<file path="src/design/lbp_pkg.sv">
`default_nettype none
package lbp_pkg;
	// register offsets on the byte-wide register port
	localparam logic [7:0] LBP_DRIVE_CONFIG_OFS  = 8'h42;
	localparam logic [7:0] LBP_BLINK_TIMING_OFS  = 8'h45;
	// reset values
	localparam logic [7:0] LBP_DRIVE_CONFIG_RST  = 8'h04;
	localparam logic [7:0] LBP_BLINK_TIMING_RST  = 8'h0f;
	// field positions in the drive config register
	localparam int         LBP_RANGE_LSB         = 6;
	localparam int         LBP_INVERT_BIT        = 5;
	localparam int         LBP_BRIGHT_LSB        = 0;
	// field positions in the blink timing register
	localparam int         LBP_PERIOD_LSB        = 4;
	localparam int         LBP_DUTY_LSB          = 0;
	// range select codes
	localparam logic [1:0] LBP_RANGE_OFF         = 2'h0;
	localparam logic [1:0] LBP_RANGE_3P2MA       = 2'h1;
	localparam logic [1:0] LBP_RANGE_6P4MA       = 2'h2;
	localparam logic [1:0] LBP_RANGE_12P8MA      = 2'h3;
	// timing
	localparam int         LBP_CORE_CLK_HZ       = 250_000_000;
	localparam int         LBP_ROOT_HZ           = 64;
	localparam int         LBP_ROOT_DUTY_PCT     = 10;
	localparam int         LBP_ROOT_PERIOD_CYC   = LBP_CORE_CLK_HZ / LBP_ROOT_HZ;
	localparam int         LBP_ROOT_HIGH_CYC     = LBP_ROOT_PERIOD_CYC * LBP_ROOT_DUTY_PCT / 100;
	localparam int         LBP_PERIOD_STEP_MS    = 500;
	localparam int         LBP_TICKS_PER_STEP    = LBP_ROOT_HZ * LBP_PERIOD_STEP_MS / 1000;
	localparam int         LBP_DUTY_STEPS        = 16;
	localparam int         LBP_DUTY_TICK_MUL     = LBP_TICKS_PER_STEP / LBP_DUTY_STEPS;
endpackage
`default_nettype wire

</file>
<file path="src/design/lbp_root_clock.sv">
`timescale 1ns/1ps
`default_nettype none
module lbp_root_clock
	import lbp_pkg::*;
#(
	parameter int PERIOD_CYC = LBP_ROOT_PERIOD_CYC,
	parameter int HIGH_CYC   = LBP_ROOT_HIGH_CYC
)(
	// clock and reset
	input  wire logic i_core_clk,
	input  wire logic i_rstn,
	// root clock
	output logic      o_tick,
	output logic      o_root
);
	localparam int W = $clog2(PERIOD_CYC);

	typedef struct packed
	{
		logic [W-1:0] cnt;
		logic         tick;
		logic         root;
	} lbp_root_s;

	lbp_root_s q;
	lbp_root_s d;

	// refuse a root clock the counter cannot build
	if (PERIOD_CYC < 2 || HIGH_CYC < 1 || HIGH_CYC >= PERIOD_CYC)
	begin : g_bad
		$error("lbp_root_clock: bad period or high time");
	end

	// free running divider, one tick per root period, high at the period start
	always_comb
	begin
		d = q;
		if (q.cnt == W'(PERIOD_CYC - 1))
			d.cnt = '0;
		else
			d.cnt = q.cnt + W'(1);
		d.tick = (q.cnt == W'(PERIOD_CYC - 1));
		d.root = (d.cnt < W'(HIGH_CYC));
	end

	always_ff @(posedge i_core_clk or negedge i_rstn)
	begin
		if (!i_rstn)
			q <= '0;
		else
			q <= d;
	end

	assign o_tick = q.tick;
	assign o_root = q.root;
endmodule
`default_nettype wire

</file>
<file path="src/design/lbp_led2_channel.sv">
// Operation
// range codes 01, 10, 11 enable the sink at 3.2, 6.4, 12.8 mA full scale
// range code 00 keeps the sink off whatever the other fields hold
// sink runs only with master enable set and on/off controller on
// non-inverted: each period starts on for the duty fraction, then off
// inverted: each period starts off for the duty fraction, then on
// five-bit brightness code, scaled by the range, top code is full scale
// period is half a second times period code plus one
// on fraction is one sixteenth times duty code plus one
// blink timing paced by the 64 Hz root clock, readable as status
`timescale 1ns/1ps
`default_nettype none
module lbp_led2_channel
	import lbp_pkg::*;
#(
	parameter int ROOT_PERIOD_CYC = LBP_ROOT_PERIOD_CYC,
	parameter int ROOT_HIGH_CYC   = LBP_ROOT_HIGH_CYC
)(
	// clock and reset
	input  wire logic       i_core_clk,
	input  wire logic       i_rstn,
	// shared controls from outside the channel
	input  wire logic       i_system_reset_event,
	input  wire logic       i_all_sinks_master_enable,
	input  wire logic       i_onoff_on,
	// register port
	input  wire logic [7:0] i_reg_addr,
	input  wire logic [7:0] i_reg_wdata,
	input  wire logic       i_reg_wr,
	input  wire logic       i_reg_rd,
	output logic      [7:0] o_reg_rdata,
	output logic            o_reg_ack,
	// current sink controls
	output logic            o_sink_enable,
	output logic      [1:0] o_sink_range,
	output logic      [4:0] o_sink_brightness,
	output logic            o_sink_on,
	// root clock status
	output logic            o_clk_64_status
);
	////////////////////////////////////////////////////////////////////////////////
	typedef struct packed
	{
		logic [7:0] drive;
		logic [7:0] timing;
		logic [9:0] pcnt;
		logic [7:0] rdata;
		logic       ack;
		logic       en;
		logic [1:0] range;
		logic [4:0] brt;
		logic       sink_on;
		logic       root;
	} lbp_chan_s;

	lbp_chan_s q;
	lbp_chan_s d;

	logic       root_tick;
	logic       root_lvl;
	logic [1:0] range_sel;
	logic       invert;
	logic [4:0] brt_code;
	logic [3:0] period_code;
	logic [3:0] duty_code;
	logic [9:0] period_ticks;
	logic [9:0] on_ticks;
	logic       en_now;
	logic       phase_on;
	logic [9:0] pcnt_inc;

	// 64 Hz root clock
	lbp_root_clock #(
		.PERIOD_CYC (ROOT_PERIOD_CYC),
		.HIGH_CYC   (ROOT_HIGH_CYC)
	) u_root (
		.i_core_clk (i_core_clk),
		.i_rstn     (i_rstn),
		.o_tick     (root_tick),
		.o_root     (root_lvl)
	);

	// refuse pacing constants that the 10-bit period counter cannot hold
	if (LBP_TICKS_PER_STEP != LBP_DUTY_STEPS * LBP_DUTY_TICK_MUL || LBP_TICKS_PER_STEP * 16 > 1023)
	begin : g_bad_pacing
		$error("lbp_led2_channel: blink pacing does not fit the period counter");
	end

	////////////////////////////////////////////////////////////////////////////////
	// field extraction
	assign range_sel    = q.drive[LBP_RANGE_LSB +: 2];
	assign invert       = q.drive[LBP_INVERT_BIT];
	assign brt_code     = q.drive[LBP_BRIGHT_LSB +: 5];
	assign period_code  = q.timing[LBP_PERIOD_LSB +: 4];
	assign duty_code    = q.timing[LBP_DUTY_LSB +: 4];
	// period length and on length in root ticks
	assign period_ticks = 10'({6'h0, period_code} + 10'h001) * 10'(LBP_TICKS_PER_STEP);
	assign on_ticks     = 10'(({6'h0, duty_code} + 10'h001) * ({6'h0, period_code} + 10'h001)
	                      * 10'(LBP_DUTY_TICK_MUL));
	// channel gate
	assign en_now       = (range_sel != LBP_RANGE_OFF)
	                      && i_all_sinks_master_enable && i_onoff_on;
	assign phase_on     = (q.pcnt < on_ticks);
	// next count of the period counter before the wrap
	assign pcnt_inc     = q.pcnt + 10'h001;

	////////////////////////////////////////////////////////////////////////////////
	// next state
	always_comb
	begin
		d = q;
		// register port
		d.ack = i_reg_wr | i_reg_rd;
		if (i_reg_rd)
		begin
			case (i_reg_addr)
				LBP_DRIVE_CONFIG_OFS: d.rdata = q.drive;
				LBP_BLINK_TIMING_OFS: d.rdata = q.timing;
				default:              d.rdata = 8'h00;
			endcase
		end
		if (i_reg_wr && i_reg_addr == LBP_DRIVE_CONFIG_OFS)
			d.drive = i_reg_wdata;
		if (i_reg_wr && i_reg_addr == LBP_BLINK_TIMING_OFS)
			d.timing = i_reg_wdata;
		// system reset event wins over a write
		if (i_system_reset_event)
		begin
			d.drive  = LBP_DRIVE_CONFIG_RST;
			d.timing = LBP_BLINK_TIMING_RST;
		end
		// period counter, restarts whenever the channel is gated off
		if (!en_now)
			d.pcnt = '0;
		else if (root_tick)
			d.pcnt = (pcnt_inc >= period_ticks) ? 10'h000 : pcnt_inc;
		// sink drive
		d.en      = en_now;
		d.range   = en_now ? range_sel : LBP_RANGE_OFF;
		d.brt     = en_now ? brt_code : 5'h00;
		d.sink_on = en_now && (invert ? !phase_on : phase_on);
		d.root    = root_lvl;
	end

	always_ff @(posedge i_core_clk or negedge i_rstn)
	begin
		if (!i_rstn)
		begin
			q        <= '0;
			q.drive  <= LBP_DRIVE_CONFIG_RST;
			q.timing <= LBP_BLINK_TIMING_RST;
		end
		else
			q <= d;
	end

	// outputs straight from flip-flops
	assign o_reg_rdata       = q.rdata;
	assign o_reg_ack         = q.ack;
	assign o_sink_enable     = q.en;
	assign o_sink_range      = q.range;
	assign o_sink_brightness = q.brt;
	assign o_sink_on         = q.sink_on;
	assign o_clk_64_status   = q.root;
endmodule
`default_nettype wire

</file>
<file path="config.mk">
export PLATFORM = sky130hd
export DESIGN_NAME = lbp_led2_channel
export DESIGN_NICKNAME = d
export VERILOG_FILES = /design/src/design/lbp_pkg.sv /design/src/design/lbp_root_clock.sv /design/src/design/lbp_led2_channel.sv
export SDC_FILE = /design/constraint.sdc
export NUM_CORES = 1
export LEC_CHECK = 0
export BUFFER_PORTS_ARGS = -buffer_cell sky130_fd_sc_hd__buf_2
export CORE_MARGIN = 8
export CORE_UTILIZATION = 30
export DETAILED_ROUTE_END_ITERATION = 10
export SKIP_CTS_REPAIR_TIMING = 1
export SLEW_MARGIN = 20
export SYNTH_ARGS = -nofsm -noshare
export SYNTH_HDL_FRONTEND = slang
export SYNTH_SLANG_ARGS = --single-unit
</file>
<file path="constraint.sdc">
create_clock -name i_core_clk -period 6.53 [get_ports i_core_clk]
set_clock_uncertainty 0.1 [all_clocks]
set_input_delay 0.9795 -clock i_core_clk [delete_from_list [all_inputs] [get_ports i_core_clk]]
set_output_delay 0.9795 -clock i_core_clk [all_outputs]
set_load 0.03 [all_outputs]
</file>
* Yosys cells after proc, flatten, opt, wreduce, memory -nomap -nowiden
Index checks and enable logic that the tools add are counted.
Word-level totals: RAM bits 0, memories kept 0, bits in read-only memories 0, output and inout port bits 19, register bits after elaboration 69, bits in latches 0, bits of input ports 23
Cells by class: muxes and demuxes 11, shift-type cells 0, magnitude comparators 3, multipliers 1, div/mod/pow operators 0, bitwise gates (word level) 1, add/subtract/negate cells 4, reductions and logical operators 9, eq/ne operators 4
Operators by type and width (count):
- $mux 10 | 3
- $add 22x1->22 const B | 1
- $eq 22x22->1 const B | 1
- $lt 22x19->1 const B | 1
- $mux 22 | 1
- $eq 8x7->1 const B | 2
- $mux 16 | 1
- $mux 8 | 2
- $pmux 8 s2 | 1
- $add 10x1->10 const B | 1
- $add 4x1->5 const B | 2
- $ge 10x10->1 | 1
- $lt 10x10->1 | 1
- $mul 5x5->9 | 1
- $reduce_bool 2->1 | 3
- $logic_and 1x1->1 | 5
- $mux 5 | 1
- $mux 2 | 1
- $ne 2x1->1 const B | 1
- $logic_not 1->1 | 1
- $mux 1 | 1
- $or 1x1->1 | 1

* Longest topological paths before layout
Gate-level depths: netlist (run 1).
depth in word-level cells 6, mapped depth 21

* Hierarchy
Synthesis (run 1) repeated with hierarchy kept, for this count alone.
Second synthesis, totals: cell total of the unflattened synthesis 467, area, all modules 4484.3 µm²
By module, submodules not included:
- lbp_led2_channel | instances 1, area each 3115.5 µm², cells each 325
- lbp_root_clock | instances 1, area each 1368.8 µm², cells each 142

* Worst setup path before layout (run 1)
Ideal clock, no wire load.
path kind reg2reg, start register q, in the netlist period_code[0], end register q, in the netlist o_sink_on, setup slack 1.821 ns, period minus slack after synthesis 4.709 ns, data required time 6.352 ns, data arrival time 4.531 ns, stages on the path, launching flop included 21, cell sequence dfrtp_1 clkbuf_1 nand3_1 xor2_1 nand2b_1 fa_1 fa_1 fa_1 inv_1 ha_1 a21oi_1 o21bai_1 a21oi_1 xor2_1 ha_1 o2111ai_1 nor2_1 o21ai_0 a21boi_0 or3_1 a21oi_1
RTL lines:
- from (decl) | line lbp_led2_channel.sv:56 | lbp_chan_s q;

==> results of run 1 <==
layout by cell type (no fill, tap or decap), types with 9 or more instances in the layout:
master,instances
dfrtp_1,64
nor2_1,53
buf_2,41
ha_1,36
nand2_1,33
a21oi_1,31
nand3_1,28
xnor2_1,26
inv_1,19
and3_1,16
o21ai_0,11
xor2_1,11
nand2b_1,9
and2_1,9
clkbuf_16,9
how the worst max path moves through the flow:
stage	slack (ps)	startpoint	endpoint
5_1_grt	1060	period_code[0]$_DFFE_PN0P_	o_sink_on$_DFF_PN0_
4_1_cts	1370	period_code[0]$_DFFE_PN0P_	o_sink_on$_DFF_PN0_
3_3_place_gp	1570	period_code[0]$_DFFE_PN0P_	o_sink_on$_DFF_PN0_
6_report	1330	period_code[0]$_DFFE_PN0P_	o_sink_on$_DFF_PN0_
2_1_floorplan	1820	period_code[0]$_DFFE_PN0P_	o_sink_on$_DFF_PN0_
3_5_place_dp	1390	period_code[0]$_DFFE_PN0P_	o_sink_on$_DFF_PN0_
registers in the layout, summed over array words and instances (netlist names), 2 cells and up:
register           cells
brt_code               5
duty_code              4
o_sink_range           2
o_sink_brightness      5
period_code            4
o_reg_rdata            8
u_root.q              22
q                     12
layer usage:
metal,routed length (µm),vias up
met5,0,-
met4,204,0
met3,436,14
met2,4870,67
met1,4670,1688
li1,-,1716
logic make-up (layout without fill, tap and decap cells):
kind of cell             after synthesis  in the layout  share of synthesized area
AND/OR/NAND/NOR                      186            186                      0.213
AO/OA/AOI/OAI                         89             89                      0.127
flip-flops                            69             69                      0.386
buffers and inverters                 56             79                     0.0621
adder cells (fa/ha/maj)               44             44                      0.136
XOR/XNOR                              37             37                     0.0721
multiplexers                           2              2                    0.00474
synth_stat cells (all sizes together), types with 12 or more instances:
master  number
dfrtp       64
nor2        54
ha          36
nand2       33
a21oi       31
nand3       28
xnor2       26
buf         21
inv         19
and3        16
clkbuf      16
o21ai       12
power groups by stage:
stage | logic [µW] | clock network [µW] | registers [µW]
floorplan | 21.9 | 0 | 442
global placement | 39.7 | 0 | 441
detailed placement | 40.8 | 0 | 441
CTS | 40.8 | 510 | 434
global route | 44.7 | 526 | 434
finish | 39.4 | 495 | 434
worst max-delay path: cells and delay by family, from the launching register on:
kind	cells	cell delay, ps
XOR/XNOR	2	620
buffers and inverters	1	40
AO/OA/AOI/OAI	7	920
adder cells (fa/ha/maj)	6	2360
AND/OR/NAND/NOR	3	600
flip-flops	1	470
stage by stage:
step	std cells	instance area [µm²]	hold WS, ps	util
6_report	690	5050	247	0.346
3_5_place_dp	674	4740	239	0.325
2_1_floorplan	483	4490	231	-
4_1_cts	690	5050	251	0.346
5_1_grt	690	5050	268	0.346
3_3_place_gp	674	4740	238	0.325
area by class of cell:
type | instances | area [µm²]
clock buffers | 12 | 256
clock inverters | 4 | 47.5
fillers | 1450 | 9540
inverters | 19 | 71.3
multi-input cells | 358 | 2480
flip-flops and latches | 69 | 1730
well taps | 184 | 230
repair buffers | 44 | 228
==> run summary, run 1 <==
outcome: finished, final reports clean
Crit path required time: 6690 ps
synthesized area: 0.00449 mm²
H-tree depth: 3
Worst-Margin Slew: 993 ps
fmax: 0.192 GHz
Slew Viols, Final: 0
syn_nets: 550
# DRC: 0
Die ar.: 0.0191 mm²
clock network power share: 0.511
GRT met3 Usage: 0.0315
FF-to-FF End: o_sink_on$_DFF_PN0_
DP Worst Slack: 1390 ps
Max transition margin: 0.333
post-synth top area cell: dfrtp_1
Worst Hold Path EP: o_clk_64_status$_DFF_PN0_
TNS Setup: 0 ps
WL/cell: 14.7 µm
ANT cells: 0
share of the synthesized area in the top cell type: 0.357
P per Cell Area: 192 mW/mm²
Die X: 138 µm
Routed Antenna Nets: 0
core area: 0.0146 mm²
hold_sp: u_root.o_root$_DFF_PN0_
GRT Overall Usage: 0.111
Async S/R FF share, synth: 1.00
via count: 3485
final setup vio count: 0
Setup crit end kind: flop
final worst slack: 1330 ps
synth top area cells: dfrtp_1, ha_1, xnor2_1, nor2_1, fa_1
CTS sink cnt: 69
synth warn: 0
crit path DAT: 5360 ps
RD Place Congestion: 0.856
Flop pwr share: 0.448
R2R depth: 19
flop and latch count out of synthesis: 69
critical-path maximum fanout: 9
vias per inst: 5.05
number of global-route vias before repair: 3455
CTS tree: done
Comb power frac: 0.041
std cell rows: 44
unrepaired setup endpoints after global routing: false
CP Class: reg2reg
Critical Path Start Type: flop
fin nets: 568
share of the clock period used by the worst path: 0.796
GR Util met2: 0.176
port bufs: 41
number of synthesized flops with an enable pin: 0
grt total ovfl: 0
synth-to-layout area growth: 12.3%
final hold vios: 0
Lkg Pwr: 0.00234 µW
synth unique cells: 54
Pre-antenna DRT Iters: 4
Worst VDD drop: 0.107 mV
slowest cell delay on critical path: 550 ps
Sw Ratio: 0.217
Hold Path Class: reg2reg
Power, Total: 968 µW
Vert. Die Dim: 138 µm
net switching power: 210 µW
largest net degree at the start of global routing: 70
Clock Tree Buf Depth: 2
reg-to-reg slack, setup: 1330 ps
worst skew pair latency: 340 ps
internal power component: 758 µW
Crit-path slowest cell: fa_1
initial antenna violation count: 0
post-synthesis cell count: 483
ratio of cells with drive above 1 in the final layout: 0.140
global-route wire length before repair: 17.5 mm
I/O Pins: 42
WL final: 10.2 mm
CP cell instances: ha_1 > xnor2_1 > or2_2 > fa_1 > fa_1 > fa_1 > inv_1 > ha_1 > a21oi_1 > o21bai_1 > a21oi_1 > xor2_1 > ha_1 > o2111ai_1 > nor2_1 > o21ai_0 > a21boi_0 > or3_1 > a21oi_1
CTS Buf Count: 9
CTS root buf: clkbuf_16
hold depth: 0
Initial DRC Count: 260
post-DP HPWL: 7.57 mm
Mean Syn Cell Area: 9.30 µm²
gr busiest metal: met2
max_cap viols: 0
predominant post-synthesis flop cell: dfrtp_1
Initial Util: 0.308
Clock transition at path regs: 60 ps
GR Util met1: 0.137
sequential fraction of the synthesis area: 0.386
reg2reg start: period_code[0]$_DFFE_PN0P_
min Tclk post-route: 5200 ps
Power figures use the tool's default switching activity.
==> run 2: changes to the inputs <==
ABC_AREA = 1   (was default)
clock period = 4.4 ns   (was 6.53 ns; I/O delays follow)
==> run 2 against run 1 <==
- the flow now finishes with violations (setup timing)
- cell count rose by 27%
- global-route usage rose by 0.054 points
- first-iteration DRC count fell by 4.2%
- wire length rose by 3.8%
==> run summary, run 2 <==
outcome: finished, violations left
failing checks: setup timing
RD Place Congestion: 0.862
reg-to-reg slack, setup: -130 ps
Placed Cells: 861
Clock Tree Buf Depth: 2
WL/cell: 12.0 µm
largest net degree at the start of global routing: 42
FF-to-FF End: o_sink_on$_DFF_PN0_
predominant post-synthesis flop cell: dfrtp_1
via count: 3874
Die ar.: 0.0200 mm²
CTS root buf: clkbuf_16
H-tree depth: 3
number of synthesized flops with an enable pin: 0
fillers: 1667
Vert. Die Dim: 141 µm
synth cell count leaders: nand2_1, inv_1, nor2_1, dfrtp_1, ha_1
CTS Buf Count: 9
synth top area cells: dfrtp_1, nand2_1, ha_1, inv_1, nor2_1
# DRC: 0
number of global-route vias before repair: 3804
synth warn: 0
Initial Util: 0.302
GR Util met2: 0.180
CTS sink cnt: 69
CP Class: reg2reg
worst skew pair latency: 340 ps
grt total ovfl: 0
Mean Syn Cell Area: 7.82 µm²
final hold vios: 0
share of the synthesized area in the top cell type: 0.340
Die X: 141 µm
initial antenna violation count: 0
number of flip-flops in the largest register: 22
WL final: 10.6 mm
Async S/R FF share, synth: 1.00
Slew Viols, Final: 0
Critical Path Sink: o_sink_on$_DFF_PN0_
min Tclk post-route: 4530 ps
CTS tree: done
synthesized area: 0.00471 mm²
Worst VDD drop: 0.187 mV
ANT cells: 0
GRT met3 Usage: 0.0262
share of the clock period used by the worst path: 1.03
GRT Overall Usage: 0.111
final setup vio count: 1
Critical Path Start Type: flop
FF+latch area: 0.00173 mm²
unrepaired setup endpoints after global routing: true
Routed Antenna Nets: 0
post-synthesis cell count: 603
std cell rows: 46
flop and latch count out of synthesis: 69
commonest non-fill, non-tap cell in the layout: nand2_1
Max transition margin: 0.385
Top reg by flops: u_root.q
I/O Pins: 42
non-filler instance count after layout: 877
gr busiest metal: met2
core area: 0.0156 mm²
P per Cell Area: 315 mW/mm²
global-route wire length before repair: 18.1 mm
Crit. Startpoint: duty_code[1]$_DFFE_PN1P_
final hold slack: 247 ps
GR Util met1: 0.146
Initial DRC Count: 249
R2R depth: 20
vias per inst: 4.42
Clock transition at path regs: 60 ps
ratio of cells with drive above 1 in the final layout: 0.191
sequential fraction of the synthesis area: 0.368
Hold Path Class: reg2reg
most frequent cells in the layout: nand2_1, inv_1, nor2_1, dfrtp_1, buf_2
fin nets: 723
fmax: 0.221 GHz
Setup crit end kind: flop
Crit path required time: 4510 ps
post-DP HPWL: 8.46 mm
synth-to-layout area growth: 18.2%
max_cap viols: 0
Worst-Margin Slew: 923 ps
fin util: 0.357
post-synth top area cell: dfrtp_1
most common cell in the netlist: nand2_1
Pre-antenna DRT Iters: 4
synth unique cells: 40
Lkg Pwr: 0.00272 µW
final worst slack: -134 ps
footprint of the multi-input gates: 0.00256 mm²
syn_nets: 670
port bufs: 41
reg2reg start: duty_code[1]$_DFFE_PN1P_
critical-path maximum fanout: 4
crit path DAT: 4650 ps
## run 2: changes by cell type in the layout (fill, tap and decap cells not counted), sizes merged, moves of 21 or more
cell   previous run  this run
nand2            33       138
inv              19        94
xnor2            26         5
nor2             54        97
a21oi            31        10
## run 2: metrics by stage
step	TNS, ps	area [µm²]	worst slack, ps	power [µW]
2_1_floorplan	0	4760	4.88	911
3_3_place_gp	-37.3	5240	-37.3	1020
3_5_place_dp	-157	5240	-157	1030
4_1_cts	-200	5550	-200	1770
5_1_grt	-355	5570	-355	1860
6_report	-134	5570	-134	1750
## run 2: routing by layer
layer | share of wire | vias up
li1 | - | 2025
met1 | 0.48 | 1799
met2 | 0.48 | 39
met3 | 0.031 | 11
met4 | 0.010 | 0
met5 | 0 | -
## run 2: cells by family after synthesis
family | Yosys count | synth area share
simple gates | 293 | 0.284
fa+ha+maj | 44 | 0.130
compound gates | 62 | 0.0751
flops | 69 | 0.368
buf+inv | 112 | 0.101
xor+xnor | 23 | 0.0427
## run 2: layout make-up
cell class / instances / share of cell area
clock buffers: 9 / 0.0404
clock inverters: 7 / 0.0146
inverters: 94 / 0.0633
multi-input cells: 422 / 0.460
flip-flops and latches: 69 / 0.311
well taps: 216 / 0.0485
repair buffers: 60 / 0.0624
## run 2: worst min-delay path by stage
stage | end | startpoint | cells after the start | slack (ps)
after floorplan | o_clk_64_status$_DFF_PN0_ | u_root.o_root$_DFF_PN0_ | 0 | 230
after global placement | o_clk_64_status$_DFF_PN0_ | u_root.o_root$_DFF_PN0_ | 0 | 230
after detailed placement | o_clk_64_status$_DFF_PN0_ | u_root.o_root$_DFF_PN0_ | 0 | 240
after CTS | o_clk_64_status$_DFF_PN0_ | u_root.o_root$_DFF_PN0_ | 0 | 250
after global routing | o_clk_64_status$_DFF_PN0_ | u_root.o_root$_DFF_PN0_ | 0 | 250
final | o_clk_64_status$_DFF_PN0_ | u_root.o_root$_DFF_PN0_ | 0 | 250
## run 2: critical path, cell delays in order (launching register included)
cell	delay [ps]
dfstp_2	550
ha_4	130
inv_1	40
or2_4	240
fa_1	560
fa_1	450
fa_1	540
inv_2	50
ha_4	230
a21oi_2	130
o21ai_2	80
a21o_1	180
a21oi_2	140
xnor2_1	80
ha_1	320
nand2_1	80
nor2_2	100
o311ai_1	90
nand3_1	100
xor2_1	140
nor2_1	50
## run 2: power breakdown
| group | internal [µW] | total, µW | leakage, µW | switching [µW] |
|---|---|---|---|---|
| registers | 654 | 668 | 0.000897 | 13.8 |
| logic | 152 | 352 | 0.00168 | 201 |
| clock network | 445 | 732 | 0.000147 | 287 |
==> run 3: changes to the inputs <==
SETUP_SLACK_MARGIN = 0.05   (was default)
SLEW_MARGIN = 30   (was 20)
==> run 3 against run 2 <==
- the flow still finishes with violations (setup timing)
- design area up 1.2%
- hold slack worse by 35 ps
- register-to-register slack better by 60 ps
- die area did not move
- flip-flop and latch count stayed put
- non-clock buffer count down 2
- sequential power barely moved
- clock power up 24%
- critical path depth shrank 1
- critical endpoint unchanged
- largest cell class unchanged
- highest routed layer unchanged
==> run summary, run 3 (same netlist as run 2, synthesis figures left out) <==
Max transition margin: 0.587
Worst VDD drop: 0.229 mV
ratio of cells with drive above 1 in the final layout: 0.190
largest net degree at the start of global routing: 70
std cell rows: 46
fin nets: 721
CTS sink cnt: 69
RD Place Congestion: 0.841
crit path DAT: 4600 ps
Clock Tree Buf Depth: 2
Pre-antenna DRT Iters: 5
Clock transition at path regs: 60 ps
I/O Pins: 42
ANT cells: 0
P per Cell Area: 341 mW/mm²
area post-placement: 0.00524 mm²
outcome: finished, violations left
WL/cell: 12.4 µm
number of flip-flops in the largest register: 22
CTS tree: done
WL final: 10.8 mm
Slew Viols, Final: 0
initial antenna violation count: 0
GRT Overall Usage: 0.113
final setup vio count: 1
final worst slack: -78.8 ps
final hold slack: 211 ps
CTS root buf: clkbuf_16
commonest non-fill, non-tap cell in the layout: nand2_1
max_cap viols: 0
via count: 3915
Die ar.: 0.0200 mm²
Initial Util: 0.302
Worst-Margin Slew: 620 ps
Vert. Die Dim: 141 µm
fin util: 0.362
fmax: 0.223 GHz
grt total ovfl: 0
most frequent cells in the layout: nand2_1, inv_1, nor2_1, dfrtp_1, buf_2
final hold vios: 0
min Tclk post-route: 4480 ps
global-route wire length before repair: 18.3 mm
DP Worst Slack: -107 ps
H-tree depth: 3
port bufs: 41
failing checks: setup timing
CP Class: reg2reg
post-route cell area: 0.00564 mm²
Lkg Pwr: 0.00274 µW
Crit path required time: 4520 ps
number of global-route vias before repair: 3796
Initial DRC Count: 227
Routed Antenna Nets: 0
critical-path maximum fanout: 4
Top reg by flops: u_root.q
worst skew pair latency: 340 ps
synth-to-layout area growth: 19.6%
Die X: 141 µm
CTS Buf Count: 9
# DRC: 0
Setup crit end kind: flop
core area: 0.0156 mm²
share of the clock period used by the worst path: 1.02
Hold Path Class: in2async
vias per inst: 4.47
unrepaired setup endpoints after global routing: true
post-DP HPWL: 8.52 mm
Critical Path Start Type: flop
run 3: path summary, 6_finish.rpt:
check	depth (start not counted)	start	slack (ps)	end
setup / recovery	19	duty_code[1]$_DFFE_PN1P_	-80	o_sink_on$_DFF_PN0_
min in group i_core_clk	0	u_root.o_root$_DFF_PN0_	250	o_clk_64_status$_DFF_PN0_
hold reg to reg	0	u_root.o_root$_DFF_PN0_	250	o_clk_64_status$_DFF_PN0_
setup reg to reg	19	duty_code[1]$_DFFE_PN1P_	-80	o_sink_on$_DFF_PN0_
max in group asynchronous	1	i_rstn	3550	u_root.q[11]$_DFF_PN0_
hold / removal	1	i_rstn	210	u_root.q[19]$_DFF_PN0_
run 3: cell type report:
class / count / area [µm²]
tap: 216 / 270
inverter: 94 / 353
multi-input combinational: 422 / 2570
fill: 1624 / 9960
sequential: 69 / 1730
clock inverter: 7 / 146
timing repair buffer: 58 / 339
clock buffer: 9 / 225
run 3: per-stage QoR:
step	instances	TNS, ps	total power, µW
after detailed placement	859	-107	1020
after floorplan	603	0	912
after global routing	875	-294	2020
final	875	-78.8	1920
after global placement	859	-40.8	1020
after CTS	875	-117	1940
run 3: where the power goes:
group          leakage [µW]  internal [µW]  total (µW)  switching [µW]
combinational       0.00166            148         342             193
sequential         0.000897            654         669            15.0
clock              0.000180            615         910             295
total               0.00274           1420        1920             504
run 3: critical path, stage by stage, from the launching register on:
cell     delay (ps)
dfstp_2         550
ha_4            130
inv_1            40
or2_4           240
fa_1            510
fa_1            440
fa_1            540
inv_2            50
ha_4            220
a21oi_2         110
o21ai_1          90
a21o_1          190
a21oi_2         140
xnor2_1         140
ha_1            270
a21oi_1         160
o21a_1          130
nand3_1          80
xor2_1          170
nor2_1           50
run 3: layer usage:
| layer | vias to the layer above | global-route usage | wire (µm) |
|---|---|---|---|
| met3 | 11 | 0.0286 | 358 |
| li1 | 2021 | - | - |
| met1 | 1830 | 0.144 | 5120 |
| met2 | 53 | 0.186 | 5220 |
| met4 | 0 | 0.0300 | 108 |
| met5 | - | 0 | 0 |
